[config.mk]
export PLATFORM = sky130hd
export DESIGN_NAME = sbsc_top
export DESIGN_NICKNAME = d
export VERILOG_FILES = /design/src/core/sbsc_pkg.sv /design/src/core/sbsc_burst_if.sv /design/src/core/sbsc_burst_ctr.sv /design/src/core/sbsc_top.sv
export SDC_FILE = /design/constraint.sdc
export NUM_CORES = 1
export LEC_CHECK = 0
export BUFFER_PORTS_ARGS = -buffer_cell sky130_fd_sc_hd__buf_2
export CAP_MARGIN = 20
export CORE_MARGIN = 4
export CORE_UTILIZATION = 30
export CTS_CLUSTER_SIZE = 12
export DETAILED_ROUTE_END_ITERATION = 16
export PLACE_DENSITY = 0.41
export SYNTH_ARGS = -nofsm -noshare
export SYNTH_HDL_FRONTEND = slang
export SYNTH_SLANG_ARGS = --single-unit
[constraint.sdc]
create_clock -name ref_clk -period 9.3 [get_ports ref_clk]
set_input_delay 1.395 -clock ref_clk [delete_from_list [all_inputs] [get_ports ref_clk]]
set_output_delay 1.395 -clock ref_clk [all_outputs]
set_load 0.02 [all_outputs]
[src/core/sbsc_pkg.sv]
/*
 Shared constants and types for the synchronous burst SRAM control.
 Assumes every consumer imports the whole package.
*/
package sbsc_pkg;
   localparam int LANE_W = 9;
   localparam int LANES_X36 = 4;
   localparam int ADDR_W_DEF = 4;
   localparam int CNT_W = 2;
   localparam logic [CNT_W-1:0] CNT_RST = 2'h0;
   localparam logic [CNT_W-1:0] CNT_ONE = 2'h1;

   typedef enum logic [2:0] {
      OP_DESEL = 3'b000,
      OP_RD_EXT = 3'b001,
      OP_WR_EXT = 3'b010,
      OP_RD_NEXT = 3'b011,
      OP_WR_NEXT = 3'b100,
      OP_RD_CUR = 3'b101,
      OP_WR_CUR = 3'b110
   } sbsc_op_t;
endpackage

[src/core/sbsc_burst_if.sv]
/*
 Bundle between the cycle decoder and the 2-bit burst counter.
 Assumes both ends share ref_clk.
*/
`timescale 1ns/1ns
interface sbsc_burst_if;
   import sbsc_pkg::*;
   logic load;
   logic step;
   logic interleave;
   logic [CNT_W-1:0] start_low;
   logic [CNT_W-1:0] cur_low;
   logic [CNT_W-1:0] next_low;
   logic [CNT_W-1:0] cnt;
   modport ctl (output load, step, interleave, start_low,
      input cur_low, next_low, cnt);
   modport ctr (input load, step, interleave, start_low,
      output cur_low, next_low, cnt);
endinterface

[src/core/sbsc_burst_ctr.sv]
/*
 Two-bit burst counter giving the low address bits in linear or
 interleaved order. Assumes load and step are never both high.
*/
`timescale 1ns/1ns
module sbsc_burst_ctr
   import sbsc_pkg::*;
(
   input wire logic ref_clk,
   input wire logic arst_n,
   sbsc_burst_if.ctr bif
);
   logic [CNT_W-1:0] base_reg;
   logic [CNT_W-1:0] cnt_reg;
   logic [CNT_W-1:0] cnt_inc;

   always_ff @(posedge ref_clk or negedge arst_n)
   begin
      if (!arst_n)
      begin
         base_reg <= CNT_RST;
         cnt_reg <= CNT_RST;
      end
      else if (bif.load)
      begin
         base_reg <= bif.start_low;
         cnt_reg <= CNT_RST;
      end
      else if (bif.step)
         cnt_reg <= cnt_inc;
   end

   assign cnt_inc = cnt_reg + CNT_ONE;
   assign bif.cnt = cnt_reg;
   assign bif.cur_low = bif.interleave ? (base_reg ^ cnt_reg)
      : CNT_W'(base_reg + cnt_reg);
   assign bif.next_low = bif.interleave ? (base_reg ^ cnt_inc)
      : CNT_W'(base_reg + cnt_inc);
endmodule // sbsc_burst_ctr

[src/core/sbsc_top.sv]
/*
 Synchronous burst SRAM control with flip-flop storage: cycle decode,
 burst addressing, byte writes and data pin steering.
 Assumes all inputs synchronous to ref_clk except out_enable_n and the asynchronous reset arst_n.
*/
`timescale 1ns/1ns
module sbsc_top
   import sbsc_pkg::*;
#(
   parameter int LANES = LANES_X36,
   parameter int ADDR_W = ADDR_W_DEF
)(
   input wire logic ref_clk,
   input wire logic arst_n,
   input wire logic [ADDR_W-1:0] addr,
   input wire logic chip_select_n,
   input wire logic cpu_addr_strobe_n,
   input wire logic ctrl_addr_strobe_n,
   input wire logic burst_step_n,
   input wire logic all_bytes_write_n,
   input wire logic byte_select_write_n,
   input wire logic [LANES-1:0] lane_write_n,
   input wire logic burst_order_sel_n,
   input wire logic flowthru_sel_n,
   input wire logic out_enable_n,
   input wire logic [LANES*LANE_W-1:0] dq_in,
   output logic [LANES*LANE_W-1:0] dq_out,
   output logic dq_oe
);
   localparam int DW = LANES * LANE_W;
   localparam int DEPTH = 1 << ADDR_W;

   sbsc_op_t op;
   logic wr_dec;
   logic is_wr;
   logic is_rd;
   logic [LANES-1:0] byte_en;
   logic [ADDR_W-1:0] eff_addr;
   logic [ADDR_W-1:0] hi_reg;
   logic [ADDR_W-1:0] rd_addr_reg;
   logic rd_act_reg;
   logic pipe_act_reg;
   logic [DW-1:0] pipe_data_reg;
   logic [DW-1:0] mem_reg [DEPTH];

   sbsc_burst_if bif ();

   sbsc_burst_ctr u_ctr (
      .ref_clk(ref_clk),
      .arst_n(arst_n),
      .bif(bif)
   );

   always_comb
   begin
      wr_dec = !all_bytes_write_n
         || (!byte_select_write_n && !(&lane_write_n));
      if (!all_bytes_write_n)
         byte_en = '1;
      else if (!byte_select_write_n)
         byte_en = ~lane_write_n;
      else
         byte_en = '0;
      if (chip_select_n && !ctrl_addr_strobe_n)
         op = OP_DESEL;
      else if (!chip_select_n && !cpu_addr_strobe_n)
         op = OP_RD_EXT;
      else if (!chip_select_n && !ctrl_addr_strobe_n)
         op = wr_dec ? OP_WR_EXT : OP_RD_EXT;
      else if (!burst_step_n)
         op = wr_dec ? OP_WR_NEXT : OP_RD_NEXT;
      else
         op = wr_dec ? OP_WR_CUR : OP_RD_CUR;
   end

   always_comb
   begin
      is_wr = 1'b0;
      is_rd = 1'b0;
      case (op)
         OP_DESEL: ;
         OP_RD_EXT, OP_RD_NEXT, OP_RD_CUR: is_rd = 1'b1;
         OP_WR_EXT, OP_WR_NEXT, OP_WR_CUR: is_wr = 1'b1;
         default: ;
      endcase
   end

   assign bif.load = (op == OP_RD_EXT) || (op == OP_WR_EXT);
   assign bif.step = (op == OP_RD_NEXT) || (op == OP_WR_NEXT);
   assign bif.interleave = burst_order_sel_n;
   assign bif.start_low = addr[CNT_W-1:0];

   always_comb
   begin
      if (bif.load)
         eff_addr = addr;
      else if (bif.step)
         eff_addr = {hi_reg[ADDR_W-1:CNT_W], bif.next_low};
      else
         eff_addr = {hi_reg[ADDR_W-1:CNT_W], bif.cur_low};
   end

   always_ff @(posedge ref_clk or negedge arst_n)
   begin
      if (!arst_n)
         hi_reg <= '0;
      else if (bif.load)
         hi_reg <= addr;
   end

   always_ff @(posedge ref_clk or negedge arst_n)
   begin
      if (!arst_n)
      begin
         for (int j = 0; j < DEPTH; j++)
            mem_reg[j] <= '0;
      end
      else if (is_wr)
      begin
         for (int i = 0; i < LANES; i++)
            if (byte_en[i])
               mem_reg[eff_addr][i*LANE_W +: LANE_W] <=
                  dq_in[i*LANE_W +: LANE_W];
      end
   end

   always_ff @(posedge ref_clk or negedge arst_n)
   begin
      if (!arst_n)
      begin
         rd_act_reg <= 1'b0;
         rd_addr_reg <= '0;
      end
      else
      begin
         rd_act_reg <= is_rd;
         rd_addr_reg <= eff_addr;
      end
   end

   always_ff @(posedge ref_clk or negedge arst_n)
   begin
      if (!arst_n)
      begin
         pipe_act_reg <= 1'b0;
         pipe_data_reg <= '0;
      end
      else
      begin
         pipe_act_reg <= rd_act_reg;
         pipe_data_reg <= mem_reg[rd_addr_reg];
      end
   end

   // Output enable must act without the clock, so not registered
   // driver gating
   assign dq_oe = (flowthru_sel_n ? pipe_act_reg : rd_act_reg)
      && !out_enable_n;
   assign dq_out = flowthru_sel_n ? pipe_data_reg : mem_reg[rd_addr_reg];
endmodule // sbsc_top

==> results.json, run 1 <==
{
  "max_freq_mhz": 184,
  "wl_met3_um": 9380,
  "power.switching_uw": 3750,
  "synth-edff-count": 0,
  "synth_ff_type": "dfrtp_1",
  "slew_violations": 0,
  "avgSynthCellArea_um2": 12.8,
  "synthesis.area_mm2": 0.0331,
  "fin_skew_ns": 0.0202,
  "insertion_delay_ns": 0.63,
  "largest_reg_flops": 576,
  "place_inst": 3945,
  "worstMarginPinSlew_ns": 1.19,
  "antenna_found_initial": 5,
  "gp_congestion": 0.820,
  "cp.required_ns": 7.91,
  "cp_slowest_cell": "dfrtp_4",
  "numCtsBuffers": 77,
  "async_flop_share_pct": 100,
  "wl_per_cell_um": 30.5,
  "drt-initial-drc-count": 2812,
  "critPathMaxStageDelay_ns": 0.93,
  "ys_warn_count": 0,
  "p_int_uw": 7480,
  "rsz0062_at_grt": "false",
  "relSlewSlack_pct": 19.9,
  "ys_types": 64,
  "critical_path.top_delay_family": "multiplexers",
  "grt_start_max_net_pins": 144,
  "clock_path_buffers": 3,
  "drt_pre_antenna_iters": 6,
  "pwr-share-clk_pct": 27.1,
  "critPathBufInv": 2,
  "path_class": "register to output pin",
  "drive_above_1_share_pct": 33.2,
  "vias": 25700,
  "tritoncts": "yes",
  "htree_levels": 3,
  "final_cells": 4087,
  "grt_usage_pct": 21.2,
  "grt_pass1_vias": 26600,
  "synth.area.top_cells": "dfrtp_1, mux4_2, mux2_2",
  "synth_nets": 2638,
  "post-route-min-period_ns": 5.45,
  "die-area_mm2": 0.116,
  "top_layer_used": "met5",
  "die_x_um": 340,
  "grt_pass1_wl_um": 186000,
  "cpMostUsedCell": "mux4_2",
  "cts_sinks": 624,
  "fin_crit_sh_pct": 58.6,
  "final_nets": 2611,
  "worstPathArrival_ns": 4.05,
  "switching_share_pct": 33.4,
  "core-area_mm2": 0.109,
  "cts_resized": 0,
  "synth_top_area_cell": "dfrtp_1",
  "tns_ns": 0,
  "syn_inst": 2580,
  "setup_viol": 0,
  "drc_errors": 0,
  "hp-class": "register to register",
  "p_seq_share_pct": 40.6,
  "status": "completed",
  "vdd_ir_drop_max_uv": 126,
  "portBuffers": 91,
  "wl_met2_um": 56900,
  "root_buffer": "clkbuf_16",
  "crit_path_end_kind": "output pin",
  "synth.top_cell.area_share_pct": 47.1,
  "cp_cell_sequence": "buf_4 > mux4_2 > mux4_2 > mux2_2 > buf_2",
  "grt_overflow": 0,
  "comb_power_share_pct": 32.3,
  "leakage_uw": 0.0147,
  "syn_to_final_growth_pct": 13.8,
  "io_pins": 92,
  "p_per_area_mw_per_mm2": 298,
  "postCtsSetupBuffers": 0,
  "initial_core_util_pct": 30.3,
  "final_antenna_net_count": 0,
  "hold_viol": 0,
  "cp_max_fo": 37,
  "ctsHoldBuffers": 0,
  "hpwl_um": 73100,
  "synth-seq-cells": 624,
  "die_h_um": 340,
  "wl_um": 125000,
  "start_kind": "register",
  "cap_violations": 0,
  "seq_area_frac_synth_pct": 47.1,
  "wl_met1_um": 53900,
  "path_clk_slew_ns": 0.06,
  "rows": 121,
  "viasPerCell": 6.30
}
## area by class of cell
type                            instances  area (µm²)
Sequential cell                       624       15600
Tap cell                             1476        1850
Fill cell                           10700       71600
Multi-Input combinational cell       1666       16400
Antenna cell                            5        12.5
Timing Repair Buffer                  178        1250
Clock inverter                         19         220
Clock buffer                          113        2290
Inverter                                6        22.5
## synthesized netlist by cell type (13+ instances only)
| master | instances |
|---|---|
| a21oi_1 | 20 |
| a222oi_1 | 36 |
| a41oi_1 | 37 |
| and2_1 | 39 |
| and3_1 | 48 |
| buf_1 | 18 |
| buf_2 | 41 |
| clkbuf_1 | 209 |
| dfrtp_1 | 624 |
| mux2_2 | 321 |
| mux4_2 | 180 |
| nand2_1 | 96 |
| nand3_1 | 187 |
| nand4_1 | 38 |
| nor2_1 | 13 |
| o211ai_1 | 135 |
| o21ai_1 | 20 |
| o221ai_1 | 216 |
| o22ai_1 | 37 |
| o311ai_0 | 108 |
## layer usage
| layer | global-route usage [%] | vias up |
|---|---|---|
| li1 | - | 10700 |
| met1 | 29.5 | 13500 |
| met2 | 33.1 | 1328 |
| met3 | 3.84 | 279 |
| met4 | 7.46 | 2 |
| met5 | 0 | - |
## per-stage QoR
| step | power [µW] | cell area, µm² | utilization [%] | hold slack [ns] | worst slack, ns |
|---|---|---|---|---|---|
| 2_1_floorplan | 6990 | 33100 | - | 0.353 | 5.01 |
| 3_3_place_gp | 8120 | 35000 | 32.0 | 0.361 | 3.30 |
| 3_5_place_dp | 8230 | 35100 | 32.1 | 0.370 | 3.30 |
| 4_1_cts | 11300 | 37600 | 34.4 | 0.378 | 3.72 |
| 5_1_grt | 11800 | 37700 | 34.5 | 0.403 | 3.59 |
| 6_report | 11200 | 37700 | 34.5 | 0.373 | 3.85 |
## power groups by stage
stage	registers, µW	logic (µW)	clock network (µW)
after detailed placement	4590	3630	0
final	4560	3630	3040
after global placement	4570	3550	0
after floorplan	4240	2750	0
after CTS	4560	3640	3120
after global routing	4680	3920	3230
## cell families after synthesis
family,after synthesis,share of synthesized area (%)
AO/OA/AOI/OAI,693,18.3
flip-flops,624,47.1
multiplexers,508,23.4
AND/OR/NAND/NOR,458,7.17
buffers and inverters,290,3.73
XOR/XNOR,4,0.170
adder cells (fa/ha/maj),3,0.113
## final timing paths
check | start | to | slack, ns | cells after the start
max | rd_addr_reg[0] | dq_out[19] | 3.85 | 5
min | rd_act_reg | pipe_act_reg | 0.37 | 0
max reg2reg | u_ctr.bif.cnt[0] | mem_reg[256] | 5.23 | 11
min reg2reg | rd_act_reg | pipe_act_reg | 0.37 | 0
max in group asynchronous | arst_n | mem_reg[156] | 6.63 | 3
min in group asynchronous | arst_n | mem_reg[499] | 0.70 | 1
## placed cells by master, fill, tap and decap left out, drive strengths merged, types with 38 or more instances in the layout
| master | count |
|---|---|
| nand3 | 187 |
| buf | 178 |
| o311ai | 108 |
| o211ai | 151 |
| nand2 | 98 |
| clkbuf | 113 |
| and3 | 48 |
| mux2 | 325 |
| o221ai | 232 |
| and2 | 39 |
| dfrtp | 624 |
| mux4 | 180 |
| nand4 | 38 |
Note: power is estimated with default switching activity, not from simulation.
==> run 2: changes to the inputs <==
Settings changed: PLACE_DENSITY 0.41 to 0.43.
Clock period 9.3 ns to 4.9 ns, I/O delays scaled along.
==> run 2 against run 1 <==
  * Register-to-register slack got worse by 3.7 ns
  * Total power rose by 90%
  * Highest routed layer unchanged
  * Final area rose by 1.6%
  * Global-route usage barely moved
  * Critical path type is now input port to register
  * Clock-buffer cell count rose by 2
  * Routed wire length rose by 0.55%
==> results.json, run 2 (synthesis gave the netlist of run 1 again) <==
{
  "status": "completed",
  "cts_sinks": 624,
  "clock_path_buffers": 3,
  "antenna_found_initial": 8,
  "final_nets": 2666,
  "path_class": "input port to register",
  "drc_errors": 0,
  "start_kind": "input port",
  "setup_viol": 0,
  "grt_pass1_wl_um": 186000,
  "postCtsSetupBuffers": 0,
  "rr_worst_depth": 8,
  "vdd_ir_drop_max_uv": 245,
  "worstPathArrival_ns": 4.67,
  "met1_usage_pct": 28.5,
  "numCtsBuffers": 74,
  "tritoncts": "yes",
  "insertion_delay_ns": 0.63,
  "fin_crit_sh_pct": 85.2,
  "final_common_cell": "dfrtp_1",
  "reg2reg_slack_ns": 1.52,
  "relSlewSlack_pct": 23.5,
  "use_met3_pct": 4.38,
  "path_clk_slew_ns": 0.06,
  "initial_core_util_pct": 30.3,
  "hp-class": "input port to async pin",
  "portBuffers": 91,
  "hpwl_um": 73400,
  "syn_to_final_growth_pct": 15.6,
  "post-route-min-period_ns": 4.18,
  "fin_skew_ns": 0.0227,
  "wl_um": 125000,
  "rsz0062_at_grt": "false",
  "grt_pass1_vias": 26900,
  "wl_per_cell_um": 30.2,
  "die_h_um": 340,
  "reg2reg_from": "u_ctr.bif.cnt[0]",
  "grt_overflow": 0,
  "crit_path_end_kind": "register",
  "grt.met2_usage_pct": 33.4,
  "final_antenna_net_count": 0,
  "leakage_uw": 0.0150,
  "drive_above_1_share_pct": 34.6,
  "grt_usage_pct": 21.2,
  "core-area_mm2": 0.109,
  "grt_start_max_net_pins": 127,
  "vias": 26100,
  "grt-busiest-layer": "met2",
  "cp_max_fo": 19,
  "drt-initial-drc-count": 2837,
  "gp_congestion": 0.832,
  "slew_violations": 0,
  "cts_resized": 0,
  "hold_viol": 0,
  "mostFrequentLayoutCells": "dfrtp_1, mux2_2, o221ai_1",
  "hold_slack_ns": 0.146,
  "worstMarginPinSlew_ns": 1.14,
  "p_per_area_mw_per_mm2": 557,
  "io_pins": 92,
  "largest_reg_flops": 576,
  "root_buffer": "clkbuf_16",
  "r2r-end": "mem_reg[197]",
  "cp.required_ns": 5.39,
  "rows": 121,
  "cap_violations": 0,
  "viasPerCell": 6.30,
  "die_x_um": 340,
  "htree_levels": 3,
  "die-area_mm2": 0.116,
  "max_freq_mhz": 239,
  "drt_pre_antenna_iters": 7,
  "tns_ns": 0,
  "ctsHoldBuffers": 0
}
run 2: power breakdown:
group	leakage [µW]	switching, µW	internal [µW]
logic	0.00587	3530	3520
clock network	0.00125	2260	3480
registers	0.00790	1230	7340
total	0.0150	7020	14300
run 2: worst max-delay path by stage:
stage                         from  slack [ns]  cells after the start      endpoint
2_1_floorplan      lane_write_n[2]        1.27                     13  mem_reg[162]
3_3_place_gp   byte_select_write_n        0.31                     14  mem_reg[541]
3_5_place_dp   byte_select_write_n        0.13                     14  mem_reg[545]
4_1_cts             rd_addr_reg[1]        0.79                      5    dq_out[35]
5_1_grt        byte_select_write_n        0.56                     14  mem_reg[555]
6_report       byte_select_write_n        0.72                     14  mem_reg[541]
run 2: stage by stage:
stage	util, %	instances	cell area (µm²)	setup slack (ns)	total power [µW]
final	35.1	4144	38300	0.723	21400
after global routing	35.1	4141	38300	0.560	22500
after CTS	35.0	4134	38300	0.790	21500
after detailed placement	32.7	4002	35700	0.133	15700
after global placement	32.7	4000	35700	0.310	15400
after floorplan	-	2580	33100	1.27	13300
run 2: cell type report:
type / instances / area (µm²)
Clock inverter: 17 / 188
Clock buffer: 115 / 2330
Tap cell: 1476 / 1850
Sequential cell: 624 / 15600
Fill cell: 10600 / 71000
Timing Repair Buffer: 236 / 1870
Inverter: 6 / 22.5
Multi-Input combinational cell: 1666 / 16400
Antenna cell: 4 / 10.0
run 2: critical path, stage by stage:
cell and delay (ns):
buf_2 0.15, a41o_1 0.26, nand2_1 0.13, inv_1 0.07, ha_1 0.54, nor2_1 0.16
a221o_1 0.47, nor2_2 0.37, buf_4 0.31, o21a_4 0.27, buf_4 0.19, buf_4 0.32
and3_1 0.50, o22ai_1 0.16
run 2: layer usage:
metal	routed length (µm)	part of all wire [%]
met3	9200	7.3
met2	58000	46
met4	4870	3.9
met1	53100	42
met5	13	0.010
